`src/caw_pkg.sv`:
```
package caw_pkg;

  // ==========================================================
  // Register map (byte addresses on the plain register port)
  // ==========================================================
  localparam int         CAW_AW           = 4;
  localparam logic [3:0] CAW_ADDR_CONTROL = 4'h0;
  localparam logic [3:0] CAW_ADDR_MODE    = 4'h1;
  localparam logic [3:0] CAW_ADDR_CNT_LO  = 4'h2;
  localparam logic [3:0] CAW_ADDR_CNT_HI  = 4'h3;
  localparam logic [3:0] CAW_ADDR_M4_MODE = 4'h4;
  localparam logic [3:0] CAW_ADDR_CMP_LO  = 4'h5;
  localparam logic [3:0] CAW_ADDR_CMP_HI  = 4'h6;
  localparam logic [3:0] CAW_ADDR_IRQ_ST  = 4'h7;
  localparam logic [3:0] CAW_ADDR_IRQ_MSK = 4'h8;

  // ==========================================================
  // Field positions
  // ==========================================================
  // counter_array_control
  localparam int CAW_CTL_OVF  = 7;
  localparam int CAW_CTL_RUN  = 6;
  localparam int CAW_CTL_M4EV = 4;
  // counter_mode_register
  localparam int CAW_MODE_WATCHDOG_ENABLE_BIT = 6;
  localparam int CAW_MODE_OVIE = 0;
  // module 4 mode register
  localparam int CAW_M4_CMPEN = 6;
  localparam int CAW_M4_CAPP  = 5;
  localparam int CAW_M4_CAPN  = 4;
  localparam int CAW_M4_MATCH = 3;
  localparam int CAW_M4_TOG   = 2;
  localparam int CAW_M4_PWM   = 1;
  localparam int CAW_M4_EVIE  = 0;
  // irq status / mask
  localparam int CAW_IRQ_OVF  = 0;
  localparam int CAW_IRQ_M4   = 1;
  localparam int CAW_IRQ_WDOG = 2;
  localparam int CAW_NIRQ     = 3;

  // ==========================================================
  // Reset values and counts
  // ==========================================================
  localparam logic [7:0]  CAW_RST_BYTE    = 8'h00;
  localparam logic [15:0] CAW_RST_CNT     = 16'h0000;
  localparam logic [15:0] CAW_CNT_MAX     = 16'hFFFF;
  localparam logic [15:0] CAW_RST_CMP     = 16'hFFFF;
  localparam logic [2:0]  CAW_RST_IRQ     = 3'h0;
  localparam int          CAW_WDRST_NS    = 40;
  localparam int          CAW_CLK_MHZ     = 100;
  localparam logic [3:0]  CAW_WDRST_CYC   =
    4'((CAW_WDRST_NS * CAW_CLK_MHZ + 999) / 1000);

  typedef enum logic [1:0] {
    CAW_WD_IDLE  = 2'b00,
    CAW_WD_ARMED = 2'b01,
    CAW_WD_FIRE  = 2'b10
  } caw_wd_state_t;

endpackage

```
`src/caw_ctr_if.sv`:
```
`timescale 1ns/10ps
interface caw_ctr_if;
  logic        run;
  logic        wr_lo;
  logic        wr_hi;
  logic [7:0]  wdata;
  logic [15:0] count;
  logic        tick;
  logic        ovf;

  modport ctrl (output run, output wr_lo, output wr_hi, output wdata,
                input count, input tick, input ovf);
  modport counter (input run, input wr_lo, input wr_hi, input wdata,
                   output count, output tick, output ovf);
endinterface

```
`src/caw_counter.sv`:
```
`timescale 1ns/10ps
module caw_counter
  import caw_pkg::*;
(
  input  wire logic clk_i,
  input  wire logic reset_i,
  caw_ctr_if.counter ctr
);

  logic [15:0] count_reg;
  logic        tick_reg;
  logic        ovf_reg;
  logic        sw_wr;

  assign sw_wr     = ctr.wr_lo | ctr.wr_hi;
  assign ctr.count = count_reg;
  assign ctr.tick  = tick_reg;
  assign ctr.ovf   = ovf_reg;

  // ==========================================================
  // Shared time base
  // ==========================================================
  // A software write wins over the increment in the same cycle.
  always_ff @(posedge clk_i) begin
    if (reset_i) begin
      count_reg <= CAW_RST_CNT;
    end else if (sw_wr) begin
      if (ctr.wr_lo) begin
        count_reg[7:0] <= ctr.wdata;
      end
      if (ctr.wr_hi) begin
        count_reg[15:8] <= ctr.wdata;
      end
    end else if (ctr.run) begin
      count_reg <= 16'(count_reg + 16'h0001);
    end
  end

  // Tick lines up with the freshly advanced count value
  always_ff @(posedge clk_i) begin
    if (reset_i) begin
      tick_reg <= 1'b0;
      ovf_reg  <= 1'b0;
    end else begin
      tick_reg <= ctr.run & ~sw_wr;
      ovf_reg  <= ctr.run & ~sw_wr & (count_reg == CAW_CNT_MAX);
    end
  end

endmodule

```
`src/caw_top.sv`:
```
`timescale 1ns/10ps
// Operation
// Only module 4 of the counter array can produce the watchdog reset.
// With the watchdog off, module 4 keeps its ordinary compare behaviour.
// The watchdog is active only with module 4 in a compare mode and enable set.
// A 16-bit compare pair for module 4 is matched against the full counter.
// A match while the watchdog is active issues an internal chip reset.
// The internal reset never drives the external reset pin.
// Software holds off the reset by moving the compare value periodically.
// Software may instead rewrite the counter, which disturbs other modules.
// Clearing the enable before a match suppresses the reset; setting re-arms.
// One shared 16-bit counter is the time base of every module.
// Software refreshes from the main program within 2^16 counts.
// Rollover sets the overflow flag, which interrupts if enabled, SW clears.
// The counter advances only while the run bit is set.
module caw_top
  import caw_pkg::*;
(
  input  wire logic              clk_i,
  input  wire logic              reset_i,
  input  wire logic [CAW_AW-1:0] addr_i,
  input  wire logic [7:0]        wdata_i,
  input  wire logic              wr_i,
  input  wire logic              rd_i,
  output logic      [7:0]        rdata_o,
  output logic                   irq_o,
  output logic                   wdog_reset_o,
  output logic                   reset_pin_oe_o,
  output logic                   m4_compare_o
);

  // ==========================================================
  // Declarations
  // ==========================================================
  caw_ctr_if ctr ();

  logic                 run_reg;
  logic                 ovf_flag_reg;
  logic                 m4_flag_reg;
  logic                 watchdog_enable_bit_reg;
  logic                 ovie_reg;
  logic [6:0]           m4_mode_reg;
  logic [15:0]          cmp_reg;
  logic [CAW_NIRQ-1:0]  irq_st_reg;
  logic [CAW_NIRQ-1:0]  irq_msk_reg;
  logic [7:0]           rdata_reg;
  logic [7:0]           rdata_next;
  logic                 irq_reg;
  logic                 wdrst_reg;
  logic                 pin_oe_reg;
  logic                 m4_out_reg;
  logic [3:0]           wdrst_cnt_reg;
  caw_wd_state_t        wd_state_reg;
  caw_wd_state_t        wd_state_next;

  logic                 wr_ctl;
  logic                 wr_mode;
  logic                 wr_m4;
  logic                 wr_cmp_lo;
  logic                 wr_cmp_hi;
  logic                 wr_st;
  logic                 wr_msk;
  logic                 cmp_mode;
  logic                 wd_active;
  logic                 match_ev;
  logic                 wd_fire;
  logic [CAW_NIRQ-1:0]  irq_ev;

  // ==========================================================
  // Register decode
  // ==========================================================
  assign wr_ctl    = wr_i & (addr_i == CAW_ADDR_CONTROL);
  assign wr_mode   = wr_i & (addr_i == CAW_ADDR_MODE);
  assign wr_m4     = wr_i & (addr_i == CAW_ADDR_M4_MODE);
  assign wr_cmp_lo = wr_i & (addr_i == CAW_ADDR_CMP_LO);
  assign wr_cmp_hi = wr_i & (addr_i == CAW_ADDR_CMP_HI);
  assign wr_st     = wr_i & (addr_i == CAW_ADDR_IRQ_ST);
  assign wr_msk    = wr_i & (addr_i == CAW_ADDR_IRQ_MSK);

  assign ctr.run   = run_reg;
  assign ctr.wr_lo = wr_i & (addr_i == CAW_ADDR_CNT_LO);
  assign ctr.wr_hi = wr_i & (addr_i == CAW_ADDR_CNT_HI);
  assign ctr.wdata = wdata_i;

  caw_counter u_counter (
    .clk_i   (clk_i),
    .reset_i (reset_i),
    .ctr     (ctr)
  );

  // ==========================================================
  // Control register
  // ==========================================================
  always_ff @(posedge clk_i) begin
    if (reset_i) begin
      run_reg <= 1'b0;
    end else if (wr_ctl) begin
      run_reg <= wdata_i[CAW_CTL_RUN];
    end
  end

  // Hardware set wins over a software clear in the same cycle
  always_ff @(posedge clk_i) begin
    if (reset_i) begin
      ovf_flag_reg <= 1'b0;
    end else if (ctr.ovf) begin
      ovf_flag_reg <= 1'b1;
    end else if (wr_ctl) begin
      ovf_flag_reg <= wdata_i[CAW_CTL_OVF];
    end
  end

  always_ff @(posedge clk_i) begin
    if (reset_i) begin
      m4_flag_reg <= 1'b0;
    end else if (match_ev) begin
      m4_flag_reg <= 1'b1;
    end else if (wr_ctl) begin
      m4_flag_reg <= wdata_i[CAW_CTL_M4EV];
    end
  end

  // ==========================================================
  // Mode registers
  // ==========================================================
  always_ff @(posedge clk_i) begin
    if (reset_i) begin
      watchdog_enable_bit_reg <= 1'b0;
      ovie_reg <= 1'b0;
    end else if (wr_mode) begin
      watchdog_enable_bit_reg <= wdata_i[CAW_MODE_WATCHDOG_ENABLE_BIT];
      ovie_reg <= wdata_i[CAW_MODE_OVIE];
    end
  end

  // Writing the low compare byte drops compare enable and the high byte
  // restores it, so a value written low byte first cannot produce a false match while half-written.
  always_ff @(posedge clk_i) begin
    if (reset_i) begin
      m4_mode_reg <= 7'h00;
    end else if (wr_m4) begin
      m4_mode_reg <= wdata_i[6:0];
    end else if (wr_cmp_lo) begin
      m4_mode_reg[CAW_M4_CMPEN] <= 1'b0;
    end else if (wr_cmp_hi) begin
      m4_mode_reg[CAW_M4_CMPEN] <= 1'b1;
    end
  end

  always_ff @(posedge clk_i) begin
    if (reset_i) begin
      cmp_reg <= CAW_RST_CMP;
    end else begin
      if (wr_cmp_lo) begin
        cmp_reg[7:0] <= wdata_i;
      end
      if (wr_cmp_hi) begin
        cmp_reg[15:8] <= wdata_i;
      end
    end
  end

  // ==========================================================
  // Module 4 compare and watchdog
  // ==========================================================
  // Software-timer or toggle compare; capture and PWM settings are not
  // compare modes and therefore never arm the watchdog.
  assign cmp_mode = m4_mode_reg[CAW_M4_CMPEN] & m4_mode_reg[CAW_M4_MATCH] &
                    ~m4_mode_reg[CAW_M4_PWM] & ~m4_mode_reg[CAW_M4_CAPP] &
                    ~m4_mode_reg[CAW_M4_CAPN];
  assign wd_active = cmp_mode & watchdog_enable_bit_reg;
  // Compared only on counter advance: one event per pass over the value
  assign match_ev  = cmp_mode & ctr.tick & (ctr.count == cmp_reg);
  assign wd_fire   = wd_active & match_ev;

  always_ff @(posedge clk_i) begin
    if (reset_i) begin
      m4_out_reg <= 1'b0;
    end else if (match_ev & m4_mode_reg[CAW_M4_TOG]) begin
      m4_out_reg <= ~m4_out_reg;
    end
  end

  always_comb begin
    wd_state_next = wd_state_reg;
    case (wd_state_reg)
      CAW_WD_IDLE: begin
        if (wd_active) begin
          wd_state_next = CAW_WD_ARMED;
        end
      end
      CAW_WD_ARMED: begin
        if (wd_fire) begin
          wd_state_next = CAW_WD_FIRE;
        end else if (!wd_active) begin
          wd_state_next = CAW_WD_IDLE;
        end
      end
      CAW_WD_FIRE: begin
        if (wdrst_cnt_reg == 4'h1) begin
          wd_state_next = CAW_WD_IDLE;
        end
      end
      default: begin
        wd_state_next = CAW_WD_IDLE;
      end
    endcase
  end

  always_ff @(posedge clk_i) begin
    if (reset_i) begin
      wd_state_reg <= CAW_WD_IDLE;
    end else begin
      wd_state_reg <= wd_state_next;
    end
  end

  always_ff @(posedge clk_i) begin
    if (reset_i) begin
      wdrst_cnt_reg <= 4'h0;
      wdrst_reg     <= 1'b0;
    end else if (wd_state_reg == CAW_WD_ARMED && wd_fire) begin
      wdrst_cnt_reg <= CAW_WDRST_CYC;
      wdrst_reg     <= 1'b1;
    end else if (wdrst_cnt_reg != 4'h0) begin
      wdrst_cnt_reg <= 4'(wdrst_cnt_reg - 4'h1);
      wdrst_reg     <= (wdrst_cnt_reg != 4'h1);
    end else begin
      wdrst_reg     <= 1'b0;
    end
  end

  // The pin driver stays off: the watchdog reset is internal only
  always_ff @(posedge clk_i) begin
    if (reset_i) begin
      pin_oe_reg <= 1'b0;
    end else begin
      pin_oe_reg <= 1'b0;
    end
  end

  // ==========================================================
  // Interrupt status and mask
  // ==========================================================
  assign irq_ev[CAW_IRQ_OVF]  = ctr.ovf;
  assign irq_ev[CAW_IRQ_M4]   = match_ev;
  assign irq_ev[CAW_IRQ_WDOG] = wd_fire & (wd_state_reg == CAW_WD_ARMED);

  genvar gi;
  generate
    for (gi = 0; gi < CAW_NIRQ; gi++) begin : g_irq
      always_ff @(posedge clk_i) begin
        if (reset_i) begin
          irq_st_reg[gi] <= 1'b0;
        end else if (irq_ev[gi]) begin
          irq_st_reg[gi] <= 1'b1;
        end else if (wr_st && wdata_i[gi]) begin
          irq_st_reg[gi] <= 1'b0;
        end
      end
    end
  endgenerate

  always_ff @(posedge clk_i) begin
    if (reset_i) begin
      irq_msk_reg <= CAW_RST_IRQ;
    end else if (wr_msk) begin
      irq_msk_reg <= wdata_i[CAW_NIRQ-1:0];
    end
  end

  always_ff @(posedge clk_i) begin
    if (reset_i) begin
      irq_reg <= 1'b0;
    end else begin
      irq_reg <= (|(irq_st_reg & irq_msk_reg)) |
                 (ovf_flag_reg & ovie_reg) |
                 (m4_flag_reg & m4_mode_reg[CAW_M4_EVIE]);
    end
  end

  // ==========================================================
  // Read path
  // ==========================================================
  always_comb begin
    rdata_next = CAW_RST_BYTE;
    if (rd_i) begin
      case (addr_i)
        CAW_ADDR_CONTROL: begin
          rdata_next[CAW_CTL_OVF]  = ovf_flag_reg;
          rdata_next[CAW_CTL_RUN]  = run_reg;
          rdata_next[CAW_CTL_M4EV] = m4_flag_reg;
        end
        CAW_ADDR_MODE: begin
          rdata_next[CAW_MODE_WATCHDOG_ENABLE_BIT] = watchdog_enable_bit_reg;
          rdata_next[CAW_MODE_OVIE] = ovie_reg;
        end
        CAW_ADDR_CNT_LO: begin
          rdata_next = ctr.count[7:0];
        end
        CAW_ADDR_CNT_HI: begin
          rdata_next = ctr.count[15:8];
        end
        CAW_ADDR_M4_MODE: begin
          rdata_next = {1'b0, m4_mode_reg};
        end
        CAW_ADDR_CMP_LO: begin
          rdata_next = cmp_reg[7:0];
        end
        CAW_ADDR_CMP_HI: begin
          rdata_next = cmp_reg[15:8];
        end
        CAW_ADDR_IRQ_ST: begin
          rdata_next[CAW_NIRQ-1:0] = irq_st_reg;
        end
        CAW_ADDR_IRQ_MSK: begin
          rdata_next[CAW_NIRQ-1:0] = irq_msk_reg;
        end
        default: begin
          rdata_next = CAW_RST_BYTE;
        end
      endcase
    end
  end

  always_ff @(posedge clk_i) begin
    if (reset_i) begin
      rdata_reg <= CAW_RST_BYTE;
    end else begin
      rdata_reg <= rdata_next;
    end
  end

  assign rdata_o        = rdata_reg;
  assign irq_o          = irq_reg;
  assign wdog_reset_o   = wdrst_reg;
  assign reset_pin_oe_o = pin_oe_reg;
  assign m4_compare_o   = m4_out_reg;

endmodule

```
`config.mk`:
```
export PLATFORM = sky130hd
export DESIGN_NAME = caw_top
export DESIGN_NICKNAME = d
export VERILOG_FILES = /design/src/caw_pkg.sv /design/src/caw_ctr_if.sv /design/src/caw_counter.sv /design/src/caw_top.sv
export SDC_FILE = /design/constraint.sdc
export NUM_CORES = 1
export LEC_CHECK = 0
export BUFFER_PORTS_ARGS = -buffer_cell sky130_fd_sc_hd__buf_2
export CORE_ASPECT_RATIO = 1.1
export CORE_MARGIN = 2
export CORE_UTILIZATION = 30
export DETAILED_ROUTE_END_ITERATION = 10
export HOLD_SLACK_MARGIN = 0.02
export PLACE_DENSITY = 0.42
export SKIP_CTS_REPAIR_TIMING = 1
export SLEW_MARGIN = 20
export SYNTH_ARGS = -nofsm -noshare
export SYNTH_HDL_FRONTEND = slang
export SYNTH_HIERARCHICAL = 1
export SYNTH_SLANG_ARGS = --single-unit
export TNS_END_PERCENT = 30
```
`constraint.sdc`:
```
create_clock -name clk_i -period 4 [get_ports clk_i]
set_input_delay 1 -clock clk_i [delete_from_list [all_inputs] [get_ports clk_i]]
set_output_delay 1 -clock clk_i [all_outputs]
set_load 0.05 [all_outputs]
```
Yosys cells after proc, flatten, opt, wreduce, memory -nomap -nowiden
Cells that the tools add are included.
Storage, ports and cells
  bits in registers: 69
  input bits: 16
  output and inout bits: 12
Operators by class
  add/sub/neg operators: 2
  eq/ne operators: 19
  mux-type cells: 33
  bitwise gates (word level): 33
  reductions and logical operators: 21
Operators by type and width (count)
  16-bit two-way mux: 2
  1-bit AND: 23
  16-bit by 1-bit adder with 16-bit output, second input constant: 1
  16-bit equality test: 1
  16-bit equality test, second input constant: 1
  4-bit by 3-bit equality test with 1-bit output, second input constant: 4
  8-bit two-way mux: 2
  1-bit two-way mux: 15
  1-bit case mux with 5 select lines: 3
  2-bit case mux with 7 select lines: 1
  2-bit nonzero test: 7
  4-bit by 1-bit equality test with 1-bit output, second input constant: 2
  4-bit by 2-bit equality test with 1-bit output, second input constant: 2
  2-bit two-way mux: 4
  1-bit case mux with 8 select lines: 1
  1-bit case mux with 7 select lines: 1
  3-bit two-way mux: 2
  1-bit inverter: 6
  1-bit case mux with 6 select lines: 1
  2-bit case mux with 3 select lines: 1
  4-bit equality test, second input constant: 1
  1-bit logical AND: 4
  4-bit zero test: 1
  2-bit by 1-bit != test with 1-bit output, second input constant: 2
  other kinds (15): 20

Logic depth before layout (Yosys ltp)
  depth after elaboration: 9
  depth in mapped cells: 9
  mapped depth without buffers: 7

Cells and area by module
The synthesis kept the hierarchy.
By module, submodules not included
  caw_top: instances 1, cells each 307, area an instance 2765.2 um2, sequential area each 1021.0 um2
  caw_counter: instances 1, cells each 130, area an instance 1099.8 um2, sequential area each 360.3 um2

Least setup slack after synthesis
OpenSTA, ideal clock, no wires.
  path kind: input to register
  from: in addr_i[2]
  to: reg u_counter.count_reg[15] (netlist: u_counter/ctr.count[15])
  setup time: 122 ps
  arrival: 2628 ps
  required time: 3878 ps
  path slack: 1251 ps
  stages: 8
  path through: buf_4 > buf_4 > or3b_2 > nor2_1 > buf_6 > nor2_1 > a22o_1 > a221o_1
On the way
  longest elaborated chain between the ends: 5
  elaborated cells on any way between the ends: 9
  those cells by class: eq/ne (3); mux (1); bitwise (3); reduce/logical (2)
Ends and longest elaborated chain
  from (decl): line caw_top.sv:21  | input wire logic [CAW_AW-1:0] addr_i,
  4-bit by 2-bit equality test with 1-bit output *: line caw_top.sv:82  | assign ctr.wr_hi = wr_i & (addr_i == CAW_ADDR_CNT_HI);
  1-bit AND *: line caw_top.sv:82
  via ctr.wr_hi: line caw_ctr_if.sv:5  | logic wr_hi;
  1-bit bitwise OR: line caw_counter.sv:15  | assign sw_wr = ctr.wr_lo | ctr.wr_hi;
  2-bit by 1-bit != test with 1-bit output (no source line) / 2-bit nonzero test (equally long branches)
  2-bit AND reduction (no source line)
  to (signal assigned): line caw_counter.sv:32  | count_reg[15:8] <= ctr.wdata;
  to (signal assigned): line caw_counter.sv:35  | count_reg <= 16'(count_reg + 16'h0001);
  to (decl): line caw_counter.sv:10  | logic [15:0] count_reg;
The timed path passes the listed nets; every way through them passes the cells marked *.
A chain may end at the register's enable or synchronous reset.

Final worst setup path
  from: in addr_i[3]
  to: reg u_counter.count_reg[11] (netlist: u_counter/ctr.count[11])
On the way
  longest elaborated chain between the ends: 5
  elaborated cells on any way between the ends: 9
  those cells by class: eq/ne (3); mux (1); bitwise (3); reduce/logical (2)
Ends and longest elaborated chain
  4-bit by 2-bit equality test with 1-bit output *: line caw_top.sv:81  | assign ctr.wr_lo = wr_i & (addr_i == CAW_ADDR_CNT_LO);
  1-bit AND *: line caw_top.sv:81
  via ctr.wr_lo: line caw_ctr_if.sv:4  | logic wr_lo;
  1-bit bitwise OR *: line caw_counter.sv:15
  2-bit by 1-bit != test with 1-bit output (no source line) / 2-bit nonzero test (equally long branches)
  2-bit AND reduction (no source line)
Marked as above.

==> Flow_metrics.wiki <==
{| class="wikitable"
! Metric !! Value
|-
| Status || finished clean
|-
| Layout Skew || 4.73 ps
|-
| Final critical-path required period || 2770 ps
|-
| Adder-cell share of the synthesized area || 0.0129
|-
| Switch Pwr || 497 µW
|-
| Total I/O pin count || 28
|-
| Kind of critical path || input pin to flip-flop
|-
| Relative contribution of combinational cells to total power || 0.161
|-
| Flop pwr share || 0.428
|-
| Worst min-delay path class || flip-flop to flip-flop
|-
| Worst Reg-to-Reg Cells || 5
|-
| Wire per inst || 18.4 µm
|-
| Pint || 1270 µW
|-
| Fraction of the mapped netlist area in simple logic gates || 0.264
|-
| Clock root buffer || sky130_fd_sc_hd__clkbuf_16
|-
| Placer congestion estimate || 0.849
|-
| Chip Height || around 120 µm
|-
| Number of fill cells || 1,337
|-
| Most frequent standard cell in the layout excluding fill and tap cells || sky130_fd_sc_hd__dfxtp_1
|-
| Worst hold slack || 462 ps
|-
| Data required time of the critical path || about 4200 ps
|-
| Nets@finish || 472
|-
| Input/output buffers || 26
|-
| Startpoint type of the worst setup path || input pin
|-
| Slew at the pin closest to its max-slew limit || between 700 and 800 ps
|-
| Floorplan die width || 112 µm
|-
| Synthesized-area fraction occupied by ao, oa, aoi and oai cells || 0.176
|-
| Clock sink count || about 70
|-
| Initial core utilization || 0.307
|-
| Area of combinational cells with multiple inputs || 2280 µm²
|-
| Mapped Nets || 457
|-
| DRT Wirelength || 11,300 µm
|-
| TritonCTS clock tree || yes
|-
| Portion of the post-synthesis area used by sequential elements || 0.357
|-
| Crit path arrival time || 3000 ps
|-
| Share of final-layout standard cells stronger than drive strength 1 || 0.149
|-
| Total negative slack for setup checks || 0 ps
|-
| Vias after detailed routing || 3,233
|-
| Number of flip-flops and latches in the synthesized netlist || 69
|-
| Number of cell rows || 43
|-
| Antenna diode instance count || 0
|-
| Number of vias per cell || 5.27
|-
| Number of nets with antenna violations after detailed routing || 0
|-
| First-pass GRT wire length || 18,100 µm
|-
| Fraction of post-synthesis cell area in the top cell type by area || 0.357
|-
| Startpoint of the lowest-slack hold path || u_counter/ctr.ovf$_SDFF_PP0_
|-
| Hold Fails Final Rpt || 0
|-
| Part of the power in the clock network || 0.411
|-
| Mux contribution to synthesized area || 0.0741
|-
| Cts bufs inserted || 9
|-
| Cell count after synthesis || 437
|-
| Top area cells in the synthesized netlist || sky130_fd_sc_hd__dfxtp_1, sky130_fd_sc_hd__xnor2_1, sky130_fd_sc_hd__mux2i_1
|-
| Reg2reg end || m4_compare_o$_SDFFE_PP0P_
|-
| Post-Syn Area || around 3900 µm²
|-
| Upper clock frequency limit || 361 MHz
|-
| Net switching share of the total power || 0.281
|-
| Half-perimeter wire length after placement || roughly 8000 µm
|-
| Clk Latency, worst-skew pair || 340 ps
|-
| Number of flops mapped to enable cells by yosys || 0
|-
| Largest family of logic cells by synthesized area || simple AND/OR/NAND/NOR gates
|-
| Clock transition at path regs || 60 ps
|-
| Area taken by flip-flops and latches || 1380 µm²
|-
| Final Setup Violations || 0
|-
| Leakage power total || 0.00170 µW
|-
| Iteration-0 DRC Markers || around 220
|-
| Number of max-cap violations || 0
|-
| Unrepaired setup endpoints after global routing || false
|-
| Total of warnings raised by yosys || 6
|-
| Worst min-delay path endpoint || ovf_flag_reg$_SDFFE_PP0P_
|-
| Total power per unit cell area || 408 nW/µm²
|-
| Async SR Flop Fraction || 0
|-
| Commonest cells after routing, fill and taps aside || sky130_fd_sc_hd__dfxtp_1, sky130_fd_sc_hd__nor2_1, sky130_fd_sc_hd__a21oi_1
|-
| Xor/xnor share of the synthesized area || 0.0612
|-
| Die Footprint || 13,800 µm²
|-
| Final Cycle Share || 0.692
|-
| Library cell occupying the most area in the post-synthesis netlist || sky130_fd_sc_hd__dfxtp_1
|-
| Flop-to-flop setup slack || 2200 ps
|-
| Max Slew Vio Count || 0
|-
| Reg2Reg Launch Point || u_counter/ctr.count[4]$_SDFFE_PP0P_
|-
| Initial antenna violation count || 0
|-
| Worst hold stages || 2
|-
| Maximum number of pins on one net before global-route repair || 32
|-
| Number of global-route vias before repair || 3,151
|-
| Overflow after GRT || 0
|-
| GRT Resource Usage Total || 0.172
|-
| CP max FO || 15
|-
| Standard cell core area || 12,600 µm²
|-
| TritonRoute pass-1 iters || 4
|-
| Headroom to the max-slew limit || 0.531
|-
| Type of element capturing the critical path || flip-flop
|-
| Final routed DRC violation total || 0
|-
| Distinct cell type count of the synthesized netlist || 68
|-
| Number of H-tree levels || 3
|-
| Prevailing post-synth register cell || sky130_fd_sc_hd__dfxtp_1
|-
| Peak supply drop || around 0.22 mV
|-
| Post-synthesis to final-layout area growth || 12.3%
|-
| Mean instance size in the synthesized netlist || 8.84 µm²
|-
| Number of buffers on the longest clock path || 2
|}
## layer usage
metal	track usage	vias up	share of wire
met1	0.223	1546	0.47
met4	0.0899	0	0.027
met2	0.276	70	0.46
li1	-	1598	-
met3	0.0294	19	0.036
met5	0	-	0
## final cells by class
| cell class | count | area share |
|---|---|---|
| multi-input cells | 326 | 0.525 |
| flip-flops and latches | 69 | 0.318 |
| clock buffers | 13 | 0.0577 |
| well taps | 157 | 0.0453 |
| repair buffers | 31 | 0.0386 |
| inverters | 15 | 0.0130 |
| clock inverters | 2 | 0.00231 |
## cells in the mapped netlist (4+ instances only)
master	instances
sky130_fd_sc_hd__xor2_1	4
sky130_fd_sc_hd__nand2_1	25
sky130_fd_sc_hd__nand3_1	10
sky130_fd_sc_hd__a211oi_1	6
sky130_fd_sc_hd__inv_1	15
sky130_fd_sc_hd__nor2_1	38
sky130_fd_sc_hd__nand2b_1	5
sky130_fd_sc_hd__nand3b_1	9
sky130_fd_sc_hd__a211o_1	18
sky130_fd_sc_hd__a31oi_1	8
sky130_fd_sc_hd__nor3b_1	6
sky130_fd_sc_hd__o21a_1	9
sky130_fd_sc_hd__nor3_1	7
sky130_fd_sc_hd__dfxtp_1	69
sky130_fd_sc_hd__ha_1	4
sky130_fd_sc_hd__nor2b_1	22
sky130_fd_sc_hd__a21oi_1	30
sky130_fd_sc_hd__xnor2_1	23
sky130_fd_sc_hd__nand4b_1	4
sky130_fd_sc_hd__mux2i_1	20
sky130_fd_sc_hd__buf_4	5
sky130_fd_sc_hd__clkbuf_1	11
sky130_fd_sc_hd__o21ai_0	10
sky130_fd_sc_hd__buf_2	7
sky130_fd_sc_hd__nand4_1	10
## power by group through the flow
stage               Sequential [µW]  Combinational, µW  Clock, µW
detailed placement              773                284          0
global route                    764                320        770
global placement                772                283          0
CTS                             759                287        745
floorplan                       782                204          0
finish                          759                285        727
## cell families after synthesis
kind of cell / count (synthesis)
AOI/OAI and AO/OA: 99
and+or+nand+nor: 170
adders and majority gates: 4
xor gates and xnor gates: 27
DFF: 69
muxes: 25
other: 1
buffers and inverters: 42
## worst max-delay path, cell delays in order
cell                       delay [ps]
sky130_fd_sc_hd__buf_2            180
sky130_fd_sc_hd__or3b_2           500
sky130_fd_sc_hd__nor2_1           500
sky130_fd_sc_hd__buf_4            300
sky130_fd_sc_hd__nand4b_1         140
sky130_fd_sc_hd__nor4_2            60
sky130_fd_sc_hd__xor2_1           140
sky130_fd_sc_hd__o21a_1           170
## per-stage QoR
stage | worst slack [ps] | std cells | utilization | power [µW] | instance area, µm²
after floorplan | 1250 | 437 | - | 986 | 3860
after global placement | 954 | 598 | 0.324 | 1060 | 4080
after detailed placement | 870 | 598 | 0.324 | 1060 | 4080
after CTS | 1230 | 613 | 0.345 | 1790 | 4340
after global routing | 1090 | 613 | 0.345 | 1850 | 4340
final | 1230 | 613 | 0.345 | 1770 | 4340
## worst max path at each step
stage                     startpoint                              endpoint  slack [ps]  depth (start not counted)
after global routing       addr_i[3]  u_counter/ctr.count[11]$_SDFFE_PP0P_        1090                          8
after CTS                  addr_i[3]  u_counter/ctr.count[11]$_SDFFE_PP0P_        1230                          8
after floorplan            addr_i[2]  u_counter/ctr.count[15]$_SDFFE_PP0P_        1250                          8
final                      addr_i[3]  u_counter/ctr.count[11]$_SDFFE_PP0P_        1230                          8
after detailed placement   addr_i[3]  u_counter/ctr.count[11]$_SDFFE_PP0P_         870                          8
after global placement     addr_i[3]  u_counter/ctr.count[11]$_SDFFE_PP0P_         950                          8
Power figures use the tool's default switching activity.
